$ cat src/hdl/eap_map.vh
// Register offsets, field positions and reset values of the async port register block
`ifndef EAP_MAP_VH
`define EAP_MAP_VH

// ----------------------------------------
// Register byte offsets
// ----------------------------------------
`define EAP_OFS_NINTH_ERR 8'h15
`define EAP_OFS_STAT_PRI 8'h16
`define EAP_OFS_STAT_SEC 8'h17
`define EAP_OFS_DATA 8'h18

// ----------------------------------------
// ninth_bit_and_error_enable fields
// ----------------------------------------
`define EAP_NE_RX_NINTH 7
`define EAP_NE_TX_NINTH 6
`define EAP_NE_OVR_IE 3
`define EAP_NE_NOISE_IE 2
`define EAP_NE_FRAME_IE 1
`define EAP_NE_PAR_IE 0
`define EAP_NE_WR_MASK 8'h4F

// ----------------------------------------
// serial_status_primary fields
// ----------------------------------------
`define EAP_SP_TX_EMPTY 7
`define EAP_SP_TX_DONE 6
`define EAP_SP_RX_FULL 5
`define EAP_SP_IDLE 4
`define EAP_SP_OVERRUN 3
`define EAP_SP_NOISE 2
`define EAP_SP_FRAME 1
`define EAP_SP_PARITY 0

// ----------------------------------------
// serial_status_secondary fields
// ----------------------------------------
`define EAP_SS_BREAK 1
`define EAP_SS_RX_ACTIVE 0

// ----------------------------------------
// Reset values
// ----------------------------------------
`define EAP_RST_TX_EMPTY 1'b1
`define EAP_RST_TX_DONE 1'b1
`define EAP_RST_FLAG 1'b0
`define EAP_RST_BYTE 8'h00

`endif

$ cat src/hdl/eap_regs.v
// Status, ninth-bit and data buffer registers of the async serial port
`include "eap_map.vh"
`default_nettype none

// Functional notes
// - Receive ninth bit loads with the data byte: bit 8 in nine-bit mode, else bit 7.
// - Transmit ninth bit travels with the data byte into the shifter; reset clears it.
// - Four enables gate overrun, noise, framing, parity error requests; reset clears them.
// - Tx-empty sets on handoff to shifter; clears by status read then data write.
// - Tx-done is tx-empty with nothing sending or queued; interrupts when enabled.
// - Queued words reach the shifter well within 1.5 transmitter clocks.
// - Rx-full sets on receive transfer; clears by status read then data read.
// - Idle sets on quiet line detection; interrupts with line-quiet enable.
// - Idle stays clear after enable or clearing until a valid character arrives.
// - Character completing while rx-full set raises overrun and is discarded.
// - Data read clears only flags seen set at the last status read.
// - Noise flag sets on detected noise; cleared by status-then-data read.
// - Framing flag sets on zero stop bit; cleared by status-then-data read.
// - Parity flag sets on failed parity; cleared by status-then-data read.
// - Break sets break, framing and rx-full, clears ninth bit in nine-bit mode only; no interrupt.
// - Break clears by secondary status read then data read; rearms after ones.
// - Rx-active sets on start slot zero; clears on false start or idle.
// - Reset leaves data buffer and receive ninth bit unchanged.
// - Character-length bit selects nine-bit or eight-bit characters.
// - Port disable forces tx-empty and tx-done set, blocks transmit interrupt.
module eap_regs (
	input wire clk_sys,
	input wire rst_n,
	input wire [7:0] bus_addr,
	input wire [7:0] bus_wdata,
	input wire bus_wr,
	input wire bus_rd,
	output reg [7:0] bus_rdata,
	output reg tx_space_ok,
	input wire port_enable,
	input wire char_nine_bits,
	input wire rx_enable,
	input wire tx_empty_irq_enable,
	input wire tx_finished_irq_enable,
	input wire rx_full_irq_enable,
	input wire line_quiet_irq_enable,
	input wire rx_char_valid,
	input wire [8:0] rx_char_data,
	input wire rx_char_noise,
	input wire rx_char_frame_err,
	input wire rx_char_parity_err,
	input wire rx_break,
	input wire rx_line_quiet,
	input wire rx_line_one,
	input wire rx_start_zero,
	input wire rx_false_start,
	output reg tx_valid,
	output reg [8:0] tx_data,
	input wire tx_ready,
	input wire tx_busy,
	input wire tx_queued,
	output reg irq_tx,
	output reg irq_rx,
	output reg irq_err
);

	// ----------------------------------------
	// Decode
	// ----------------------------------------
	wire sel_ctl;
	wire sel_pri;
	wire sel_sec;
	wire sel_dat;
	wire rd_pri;
	wire rd_sec;
	wire rd_dat;
	wire wr_dat;

	assign sel_ctl = (bus_addr == `EAP_OFS_NINTH_ERR);
	assign sel_pri = (bus_addr == `EAP_OFS_STAT_PRI);
	assign sel_sec = (bus_addr == `EAP_OFS_STAT_SEC);
	assign sel_dat = (bus_addr == `EAP_OFS_DATA);
	assign rd_pri = bus_rd & sel_pri;
	assign rd_sec = bus_rd & sel_sec;
	assign rd_dat = bus_rd & sel_dat;
	assign wr_dat = bus_wr & sel_dat;

	// ----------------------------------------
	// State
	// ----------------------------------------
	reg tx_ninth_reg;
	reg [3:0] err_ie_reg;
	reg [7:0] rx_byte_reg;
	reg rx_ninth_reg;
	reg tx_empty_reg;
	reg tx_done_reg;
	reg rx_full_reg;
	reg idle_reg;
	reg ovr_reg;
	reg noise_reg;
	reg frame_reg;
	reg par_reg;
	reg brk_reg;
	reg rx_act_reg;
	reg idle_ok_reg;
	reg brk_lock_reg;
	reg rx_en_d_reg;
	reg [6:0] arm_pri_reg;
	reg arm_brk_reg;

	wire buf_in_ready;
	wire buf_out_valid;
	wire [8:0] buf_out_data;
	wire handoff;
	wire take_char;
	wire load_char;
	wire clr_dat;
	wire brk_take;

	// ----------------------------------------
	// Transmit path through the two-entry buffer
	// ----------------------------------------
	// Holding a second word lets the CPU refill while the shifter is still busy
	eap_pair_buf #(
		.WIDTH(9)
	) u_tx_buf (
		.clk_sys(clk_sys),
		.rst_n(rst_n),
		.in_valid(wr_dat),
		.in_data({tx_ninth_reg, bus_wdata}),
		.in_ready(buf_in_ready),
		.out_valid(buf_out_valid),
		.out_data(buf_out_data),
		.out_ready(tx_ready)
	);

	assign handoff = buf_out_valid & tx_ready;

	// Copies of the buffer head keep every top output on a flop of this module
	always @(posedge clk_sys or negedge rst_n) begin
		if (!rst_n) begin
			tx_valid <= 1'b0;
			tx_data <= 9'h000;
			tx_space_ok <= 1'b1;
		end else begin
			tx_valid <= buf_out_valid;
			tx_data <= buf_out_data;
			tx_space_ok <= buf_in_ready;
		end
	end

	// ----------------------------------------
	// Control register writes
	// ----------------------------------------
	always @(posedge clk_sys or negedge rst_n) begin
		if (!rst_n) begin
			tx_ninth_reg <= 1'b0;
			err_ie_reg <= 4'h0;
		end else if (bus_wr & sel_ctl) begin
			tx_ninth_reg <= bus_wdata[`EAP_NE_TX_NINTH];
			err_ie_reg <= bus_wdata[3:0];
		end
	end

	// ----------------------------------------
	// Receive data, untouched by reset
	// ----------------------------------------
	assign take_char = rx_char_valid | rx_break;
	assign load_char = take_char & ~rx_full_reg;
	assign brk_take = rx_break & ~brk_lock_reg;

	always @(posedge clk_sys) begin
		if (load_char) begin
			if (rx_break) begin
				rx_byte_reg <= 8'h00;
				if (char_nine_bits) begin
					rx_ninth_reg <= 1'b0;
				end
			end else begin
				rx_byte_reg <= rx_char_data[7:0];
				rx_ninth_reg <= char_nine_bits ? rx_char_data[8] : rx_char_data[7];
			end
		end
	end

	// ----------------------------------------
	// Two-step clearing: arm on status read, act on data access
	// ----------------------------------------
	// Flags raised after the status read are not armed and so survive
	assign clr_dat = rd_dat;

	always @(posedge clk_sys or negedge rst_n) begin
		if (!rst_n) begin
			arm_pri_reg <= 7'h00;
			arm_brk_reg <= 1'b0;
		end else begin
			if (rd_pri) begin
				arm_pri_reg <= {tx_empty_reg, rx_full_reg, idle_reg, ovr_reg,
					noise_reg, frame_reg, par_reg};
			end else begin
				if (clr_dat) begin
					arm_pri_reg[5:0] <= 6'h00;
				end
				if (wr_dat) begin
					arm_pri_reg[6] <= 1'b0;
				end
			end
			if (rd_sec) begin
				arm_brk_reg <= brk_reg;
			end else if (clr_dat) begin
				arm_brk_reg <= 1'b0;
			end
		end
	end

	// ----------------------------------------
	// Status flags; a set in the clearing cycle wins
	// ----------------------------------------
	always @(posedge clk_sys or negedge rst_n) begin
		if (!rst_n) begin
			tx_empty_reg <= `EAP_RST_TX_EMPTY;
			rx_full_reg <= `EAP_RST_FLAG;
			idle_reg <= `EAP_RST_FLAG;
			ovr_reg <= `EAP_RST_FLAG;
			noise_reg <= `EAP_RST_FLAG;
			frame_reg <= `EAP_RST_FLAG;
			par_reg <= `EAP_RST_FLAG;
			brk_reg <= `EAP_RST_FLAG;
			rx_act_reg <= `EAP_RST_FLAG;
		end else begin
			if (!port_enable | handoff) begin
				tx_empty_reg <= 1'b1;
			end else if (wr_dat & arm_pri_reg[6]) begin
				tx_empty_reg <= 1'b0;
			end
			if (load_char) begin
				rx_full_reg <= 1'b1;
			end else if (clr_dat & arm_pri_reg[5]) begin
				rx_full_reg <= 1'b0;
			end
			if (rx_line_quiet & idle_ok_reg) begin
				idle_reg <= 1'b1;
			end else if (clr_dat & arm_pri_reg[4]) begin
				idle_reg <= 1'b0;
			end
			if (take_char & rx_full_reg) begin
				ovr_reg <= 1'b1;
			end else if (clr_dat & arm_pri_reg[3]) begin
				ovr_reg <= 1'b0;
			end
			if (rx_char_valid & rx_char_noise) begin
				noise_reg <= 1'b1;
			end else if (clr_dat & arm_pri_reg[2]) begin
				noise_reg <= 1'b0;
			end
			if ((rx_char_valid & rx_char_frame_err) | rx_break) begin
				frame_reg <= 1'b1;
			end else if (clr_dat & arm_pri_reg[1]) begin
				frame_reg <= 1'b0;
			end
			if (rx_char_valid & rx_char_parity_err) begin
				par_reg <= 1'b1;
			end else if (clr_dat & arm_pri_reg[0]) begin
				par_reg <= 1'b0;
			end
			if (brk_take) begin
				brk_reg <= 1'b1;
			end else if (clr_dat & arm_brk_reg) begin
				brk_reg <= 1'b0;
			end
			if (rx_start_zero) begin
				rx_act_reg <= 1'b1;
			end else if (rx_false_start | rx_line_quiet) begin
				rx_act_reg <= 1'b0;
			end
		end
	end

	// ----------------------------------------
	// Idle qualification and break re-arming
	// ----------------------------------------
	// Without a lock a long low line would re-report the same break
	always @(posedge clk_sys or negedge rst_n) begin
		if (!rst_n) begin
			idle_ok_reg <= 1'b0;
			brk_lock_reg <= 1'b0;
			rx_en_d_reg <= 1'b0;
		end else begin
			rx_en_d_reg <= rx_enable;
			if (rx_char_valid & ~rx_full_reg) begin
				idle_ok_reg <= 1'b1;
			end else if ((rx_enable & ~rx_en_d_reg) | (rx_line_quiet & idle_ok_reg)) begin
				idle_ok_reg <= 1'b0;
			end
			if (brk_take) begin
				brk_lock_reg <= 1'b1;
			end else if (rx_line_one) begin
				brk_lock_reg <= 1'b0;
			end
		end
	end

	// ----------------------------------------
	// Transmission complete
	// ----------------------------------------
	always @(posedge clk_sys or negedge rst_n) begin
		if (!rst_n) begin
			tx_done_reg <= `EAP_RST_TX_DONE;
		end else if (!port_enable) begin
			tx_done_reg <= 1'b1;
		end else begin
			tx_done_reg <= tx_empty_reg & ~buf_out_valid & ~tx_busy & ~tx_queued & ~wr_dat;
		end
	end

	// ----------------------------------------
	// Interrupt requests
	// ----------------------------------------
	always @(posedge clk_sys or negedge rst_n) begin
		if (!rst_n) begin
			irq_tx <= 1'b0;
			irq_rx <= 1'b0;
			irq_err <= 1'b0;
		end else begin
			irq_tx <= port_enable & ((tx_empty_reg & tx_empty_irq_enable) |
				(tx_done_reg & tx_finished_irq_enable));
			irq_rx <= (rx_full_reg & rx_full_irq_enable) |
				(idle_reg & line_quiet_irq_enable);
			irq_err <= (ovr_reg & err_ie_reg[`EAP_NE_OVR_IE]) |
				(noise_reg & err_ie_reg[`EAP_NE_NOISE_IE]) |
				(frame_reg & err_ie_reg[`EAP_NE_FRAME_IE]) |
				(par_reg & err_ie_reg[`EAP_NE_PAR_IE]);
		end
	end

	// ----------------------------------------
	// Read data
	// ----------------------------------------
	// Reads and writes of the data offset reach different storage
	always @(posedge clk_sys or negedge rst_n) begin
		if (!rst_n) begin
			bus_rdata <= `EAP_RST_BYTE;
		end else if (bus_rd) begin
			if (sel_ctl) begin
				bus_rdata <= {rx_ninth_reg, tx_ninth_reg, 2'b00, err_ie_reg};
			end else if (sel_pri) begin
				bus_rdata <= {tx_empty_reg, tx_done_reg, rx_full_reg, idle_reg,
					ovr_reg, noise_reg, frame_reg, par_reg};
			end else if (sel_sec) begin
				bus_rdata <= {6'h00, brk_reg, rx_act_reg};
			end else if (sel_dat) begin
				bus_rdata <= rx_byte_reg;
			end else begin
				bus_rdata <= `EAP_RST_BYTE;
			end
		end else begin
			bus_rdata <= `EAP_RST_BYTE;
		end
	end

endmodule // eap_regs

`default_nettype wire

$ cat src/hdl/eap_pair_buf.v
// Two-entry buffer with valid/ready on both sides and registered outputs
`default_nettype none

module eap_pair_buf #(
	parameter WIDTH = 9
) (
	input wire clk_sys,
	input wire rst_n,
	input wire in_valid,
	input wire [WIDTH-1:0] in_data,
	output reg in_ready,
	output reg out_valid,
	output reg [WIDTH-1:0] out_data,
	input wire out_ready
);

	// ----------------------------------------
	// Storage: head is the output register, tail is the spare slot
	// ----------------------------------------
	reg tail_valid_reg;
	reg [WIDTH-1:0] tail_data_reg;
	wire push;
	wire pop;

	assign push = in_valid & in_ready;
	assign pop = out_valid & out_ready;

	// Head is always the output flop so a consumer sees no mux delay
	always @(posedge clk_sys or negedge rst_n) begin
		if (!rst_n) begin
			out_valid <= 1'b0;
			out_data <= {WIDTH{1'b0}};
			tail_valid_reg <= 1'b0;
			tail_data_reg <= {WIDTH{1'b0}};
			in_ready <= 1'b1;
		end else begin
			if (pop) begin
				if (tail_valid_reg) begin
					out_data <= tail_data_reg;
					tail_valid_reg <= push;
					in_ready <= ~push;
					if (push) begin
						tail_data_reg <= in_data;
					end
				end else begin
					out_valid <= push;
					if (push) begin
						out_data <= in_data;
					end
				end
			end else if (push) begin
				if (out_valid) begin
					tail_valid_reg <= 1'b1;
					tail_data_reg <= in_data;
					in_ready <= 1'b0;
				end else begin
					out_valid <= 1'b1;
					out_data <= in_data;
				end
			end
		end
	end

endmodule // eap_pair_buf

`default_nettype wire

$ cat config.mk
export PLATFORM = sky130hd
export DESIGN_NAME = eap_regs
export DESIGN_NICKNAME = d
export VERILOG_FILES = /design/src/hdl/eap_regs.v /design/src/hdl/eap_pair_buf.v
export VERILOG_INCLUDE_DIRS = /design/src /design/src/hdl
export SDC_FILE = /design/constraint.sdc
export NUM_CORES = 1
export LEC_CHECK = 0
export ABC_CLOCK_PERIOD_IN_PS = 2090
export BUFFER_PORTS_ARGS = -buffer_cell sky130_fd_sc_hd__buf_2
export CAP_MARGIN = 30
export CELL_PAD_IN_SITES_DETAIL_PLACEMENT = 1
export CELL_PAD_IN_SITES_GLOBAL_PLACEMENT = 1
export CORE_MARGIN = 1.5
export CORE_UTILIZATION = 40
export CTS_CLUSTER_DIAMETER = 100
export DETAILED_ROUTE_END_ITERATION = 8
export HOLD_SLACK_MARGIN = 0.06
export PLACE_DENSITY_LB_ADDON = 0.3
export SYNTH_ARGS = -nofsm -noshare
export SYNTH_HDL_FRONTEND = slang
export SYNTH_HIERARCHICAL = 1
export SYNTH_SLANG_ARGS = --single-unit
$ cat constraint.sdc
create_clock -name clk_sys -period 2.09 [get_ports clk_sys]
set_clock_uncertainty 0.15 [all_clocks]
set_input_delay 0 -clock clk_sys [delete_from_list [all_inputs] [get_ports clk_sys]]
set_output_delay 0 -clock clk_sys [all_outputs]
set_load 0.05 [all_outputs]
==> out/metrics.yaml, run 1 <==
status:
  status: "finished clean"
clock_tree:
  h-tree-depth: 3
  cts-root-buf: "clkbuf_8"
  clock_latency_ns: 0.35
  cts_buffers: 9
  cts.path.max_buffers: 2
  cts_tree: "built"
  numClockSinks: 78
  path_clk_slew_ns: 0.08
placed_design:
  placed_cells_incl_taps: 423
  dpl_cell_area_um2: 3700
  dp_hpwl_um: 5360
  globalplace.congestion: 0.728
  port_buffers: 69
logic_synthesis:
  syn_nets: 300
  synth_cells: 252
  ys_warn_count: 6
  synth_area_um2: 3180
  synth-main-ff-cell: "dfrtp_1"
  async_flop_share_pct: 88.5
  ys_seq_area_share_pct: 63.0
  synth.distinct_cells: 39
  ys_ff_latch: 78
  synth_edf_count: 9
  syn_area_per_cell_um2: 12.6
final_layout:
  finalNonFillerCells: 500
  layout.nets: 441
  multi_input_area_um2: 1100
  nFillCells: 805
  layout_commonest_cell: "buf_2"
  layout_common_cells: "buf_2 (69), dfrtp_1 (65), dlygate4sd3_1 (58), o21ai_0 (26), mux2_2 (15)"
  syn_to_final_growth_pct: 41.5
  drive_gt1_share_pct: 31.7
  antenna_cells: 0
  post-route-util_pct: 58.2
  final_area_um2: 4500
  seqCellArea_um2: 2000
power:
  internal-power_mw: 2.40
  powerDensity_nw_per_um2: 740
  comb_power_share_pct: 15.6
  irDropWorstVdd_uv: 531
  leakage_nw: 2.12
  power_mw: 3.33
  p_sw_share_pct: 28.0
  switchingPower_uw: 931
  clkPwrFrac_pct: 33.0
  seq_power_share_pct: 51.4
worst_setup_path:
  start_kind: "primary input"
  worstPathRequired_ns: 2.17
  startpoint: "bus_addr[2]"
  rr_worst_depth: 4
  r2r-end: "u_tx_buf/out_data[2]$_DFFE_PN0P_"
  critPathKind: "in -> reg"
  worstReg2RegStart: "u_tx_buf/tail_valid_reg$_DFFE_PN0P_"
  end_kind: "register"
  rrSetupSlack_ns: 0.37
  setup.worst_path.end: "noise_reg$_DFFE_PN0P_"
  path_max_fanout: 13
  arrival_ns: 2.13
detailed_routing:
  post_drt_wl_per_cell_um: 18.1
  drc: 0
  vias: 2623
  wl_um: 9070
  drtIter0Drc: 82
  final_antenna_net_count: 0
  drtPass1Iterations: 4
  detail_route.vias_per_cell: 5.25
timing:
  fin_crit_ns: 2.05
  drv_slew: 0
  rsz0062_at_grt: "true"
  tightestPinTransition_ns: 0.593
  min_period_over_period_pct: 98.2
  setup_violations: 0
  max_slew_margin_pct: 60.3
  finalHoldViolations: 0
  max_freq_mhz: 487
global_routing:
  antenna_found_initial: 0
  grt_use_total_pct: 23.8
  grt_max_degree: 49
  grt_pass1_vias: 2963
  grt_pass1_wl_um: 15200
  grt-ovfl-total: 0
floorplanning:
  fp.dieH_um: 92.2
  die_w_um: 92.2
  dieArea_um2: 8490
  fp-row-count: 32
  initial_utilization_pct: 41.1
  core_area_um2: 7730
  io_pins: 70
flow_run:
  cap_violations: 0
min_path:
  hold_class: "in -> async"
[power by group through the flow]
stage                     Sequential, mW  Combinational (mW)  Clock, mW
after floorplan                     1.88               0.111          0
after global placement              1.74               0.413          0
after detailed placement            1.74               0.425          0
after CTS                           1.71               0.517       1.11
after global routing                1.73               0.555       1.19
final                               1.71               0.520       1.10
[layout make-up]
type,count,area share [%]
Inverter,6,0.501
Timing Repair Buffer,142,23.4
Clock buffer,11,3.62
Multi-Input combinational cell,156,24.4
Tap cell,102,2.84
Clock inverter,5,0.667
Sequential cell,78,44.5
[what timing repair did]
action | 4_1_cts | 5_1_grt
setup endpoints to repair | 0 | 5
hold endpoints to repair | 122 | 0
buffers inserted | 0 | 3
resized for setup | 0 | 1
hold buffers | 59 | 0
[cells by family after synthesis]
group | count (synthesis) | synth area share [%]
buf+inv | 18 | 2.44
flops | 78 | 63.0
mux | 16 | 5.63
simple gates | 60 | 11.0
compound gates | 80 | 17.9
[metal layers]
| metal | part of all wire, % | wire length [um] | vias to the layer above | global-route usage (%) |
|---|---|---|---|---|
| li1 | - | - | 1203 | - |
| met5 | 0 | 0 | - | 0 |
| met1 | 42 | 3840 | 1349 | 29.5 |
| met2 | 53 | 4820 | 58 | 41.7 |
| met4 | 1.5 | 139 | 0 | 7.31 |
| met3 | 3.1 | 279 | 13 | 4.98 |
[cell usage after synthesis (2+ instances only)]
master | count | area share (%)
a21o_1 | 2 | 0.47
a21oi_1 | 10 | 1.6
a221o_1 | 2 | 0.63
a22o_1 | 12 | 3.3
a22oi_1 | 10 | 2.4
a2bb2oi_1 | 9 | 2.5
and2_1 | 10 | 2.0
buf_2 | 5 | 0.79
clkbuf_1 | 5 | 0.59
dfrtp_1 | 65 | 51
dfstp_2 | 4 | 3.3
edfxtp_1 | 9 | 8.5
inv_1 | 6 | 0.71
mux2_2 | 15 | 5.3
nand2_1 | 9 | 1.1
nand2b_1 | 4 | 0.79
nand3_1 | 8 | 1.3
nor2_1 | 10 | 1.2
nor2b_1 | 9 | 1.8
nor3_1 | 2 | 0.31
nor3_2 | 2 | 0.63
o21ai_0 | 26 | 4.1
o2bb2ai_1 | 2 | 0.55
[stage by stage]
step / hold WS (ns) / setup TNS, ns / setup slack (ns)
CTS: 0.0773 / 0 / 0.00874
detailed placement: -0.117 / -1.20 / -0.130
global placement: -0.129 / -0.0127 / -0.00336
floorplan: -0.446 / 0 / 0.0124
global route: 0.0951 / -0.0272 / -0.0272
finish: 0.0613 / 0 / 0.0379
[worst max-delay path: stages]
cell	delay [ns]
dlygate4sd3_1	0.54
buf_2	0.13
nand2b_1	0.17
nor4_4	0.21
buf_6	0.21
nand3_1	0.10
a22o_1	0.21
dlygate4sd3_1	0.56
[how the worst min path moves through the flow]
stage	to	depth (start not counted)
final	u_tx_buf/tail_data_reg[7]$_DFFE_PN0P_	3
after global routing	u_tx_buf/tail_data_reg[7]$_DFFE_PN0P_	3
after CTS	tx_data[7]$_DFF_PN0_	3
after detailed placement	bus_rdata[7]$_DFF_PN0_	1
after global placement	bus_rdata[7]$_DFF_PN0_	1
after floorplan	arm_brk_reg$_DFFE_PN0P_	0
Note: power is estimated with default switching activity, not from simulation.
==> inputs of run 2 (changes only) <==
--- a/config.mk
+++ b/config.mk
@@ -11,7 +11,7 @@
 export CAP_MARGIN = 30
 export CELL_PAD_IN_SITES_DETAIL_PLACEMENT = 1
 export CELL_PAD_IN_SITES_GLOBAL_PLACEMENT = 1
-export CORE_MARGIN = 1.5
+export CORE_MARGIN = 2
 export CORE_UTILIZATION = 40
 export CTS_CLUSTER_DIAMETER = 100
 export DETAILED_ROUTE_END_ITERATION = 8
==> run 2 against run 1 <==
Compared with the run above:
- first-iteration DRC count increased by 96%
- highest routed layer unchanged
- core utilization increased by 0.32 points
- die area increased by 2.2%
==> out/metrics.yaml, run 2 (synthesized netlist as in run 1, its figures left out) <==
flow_run:
  cap_violations: 0
global_routing:
  grt_pass1_wl_um: 15400
  grt_use_total_pct: 23.6
  antenna_found_initial: 0
  grt-ovfl-total: 0
  grt_max_degree: 30
  grt_pass1_vias: 2927
placed_design:
  dp_hpwl_um: 5320
  port_buffers: 69
  place_ws_ns: -0.0463
  globalplace.congestion: 0.732
  placed_cells_incl_taps: 425
timing:
  rsz0062_at_grt: "true"
  fin_crit_ns: 2.03
  drv_slew: 0
  finalHoldViolations: 0
  max_slew_margin_pct: 49.0
  tightestPinTransition_ns: 0.763
  setup_violations: 0
  setup_slack_ns: 0.0643
  min_period_over_period_pct: 96.9
  max_freq_mhz: 494
final_layout:
  seqCellArea_um2: 2000
  syn_to_final_growth_pct: 42.3
  antenna_cells: 0
  nFillCells: 820
  multi_input_area_um2: 1110
  layout_commonest_cell: "buf_2"
  layout.nets: 443
  layout_common_cells: "buf_2 (69), dfrtp_1 (65), dlygate4sd3_1 (57), o21ai_0 (26), buf_4 (17)"
  finalNonFillerCells: 502
  drive_gt1_share_pct: 32.8
power:
  irDropWorstVdd_uv: 456
  leakage_nw: 2.13
  powerDensity_nw_per_um2: 756
detailed_routing:
  drtIter0Drc: 161
  detail_route.vias_per_cell: 5.32
  wl_um: 9490
  post_drt_wl_per_cell_um: 18.9
  drc: 0
  vias: 2671
  final_antenna_net_count: 0
  drtPass1Iterations: 4
worst_setup_path:
  path_max_fanout: 14
  worstReg2RegStart: "u_tx_buf/out_valid$_DFFE_PN0P_"
  end_kind: "register"
  critPathKind: "in -> reg"
  worstPathRequired_ns: 2.17
  arrival_ns: 2.11
  start_kind: "primary input"
  startpoint: "bus_addr[1]"
floorplanning:
  die_w_um: 93.2
  fp-row-count: 32
  core_area_um2: 7730
  io_pins: 70
  initial_utilization_pct: 41.1
  fp.dieH_um: 93.2
  dieArea_um2: 8680
status:
  status: "finished clean"
clock_tree:
  cts_buffers: 9
  cts-root-buf: "clkbuf_8"
  cts_tree: "built"
  cts.path.max_buffers: 2
  clock_latency_ns: 0.35
  path_clk_slew_ns: 0.09
  h-tree-depth: 3
  numClockSinks: 78
min_path:
  hold_class: "in -> async"
==> run 2: layout make-up <==
cell class / instances / share of cell area, %
timing repair buffer: 144 / 23.3
tap: 102 / 2.82
inverter: 6 / 0.498
clock inverter: 6 / 1.49
clock buffer: 10 / 3.04
sequential: 78 / 44.2
multi-input combinational: 156 / 24.6
==> run 2: where the power goes <==
part	switching [mW]	total, mW	internal (mW)
Combinational	0.308	0.523	0.214
Clock	0.591	1.18	0.592
Sequential	0.0627	1.71	1.65
Total	0.962	3.42	2.46
==> run 2: final timing paths <==
check                                                             end  slack (ns)  cells past startpoint
min in group clk_sys                              ovr_reg$_DFFE_PN0P_        0.12                      6
worst max-delay path                             idle_reg$_DFFE_PN0P_        0.06                      7
worst min register to register                   tx_data[7]$_DFF_PN0_        0.24                      0
worst max register to register                  tx_done_reg$_DFF_PN1_        0.37                      2
worst min-delay path                            tx_done_reg$_DFF_PN1_        0.07                      2
max in group asynchronous       u_tx_buf/tail_data_reg[2]$_DFFE_PN0P_        0.53                      3
==> run 2: critical path, cell delays in order <==
cell and delay [ns]:
dlygate4sd3_1 0.53, buf_2 0.15, nor4_4 0.33, buf_6 0.21, nand3_1 0.10, a22o_1 0.21, dlygate4sd3_1 0.57
==> run 2: repair_timing <==
| item | in CTS | in global routing |
|---|---|---|
| buffers inserted | 0 | 4 |
| endpoints found under the hold margin | 125 | 0 |
| setup endpoints to repair | 0 | 7 |
| hold buffers | 58 | 0 |
| gates resized for setup | 0 | 3 |
==> run 2: through the flow <==
step	TNS [ns]	utilization [%]	cell area (um^2)	total power, mW	hold slack [ns]
final	0	58.5	4520	3.42	0.0677
after global routing	-0.0204	58.5	4520	3.55	0.0987
after CTS	0	58.1	4490	3.42	0.0773
after detailed placement	-0.539	47.9	3700	2.16	-0.169
after global placement	-0.0953	47.9	3700	2.15	-0.170
after floorplan	0	-	3180	1.99	-0.446
==> run 2: metal layers <==
layer / up-vias / share of wire [%] / track usage, %
met5: - / 0 / 0
met4: 0 / 2.6 / 10.8
met3: 22 / 3.6 / 3.14
met2: 67 / 54 / 41.7
met1: 1370 / 40 / 28.8
li1: 1212 / - / -
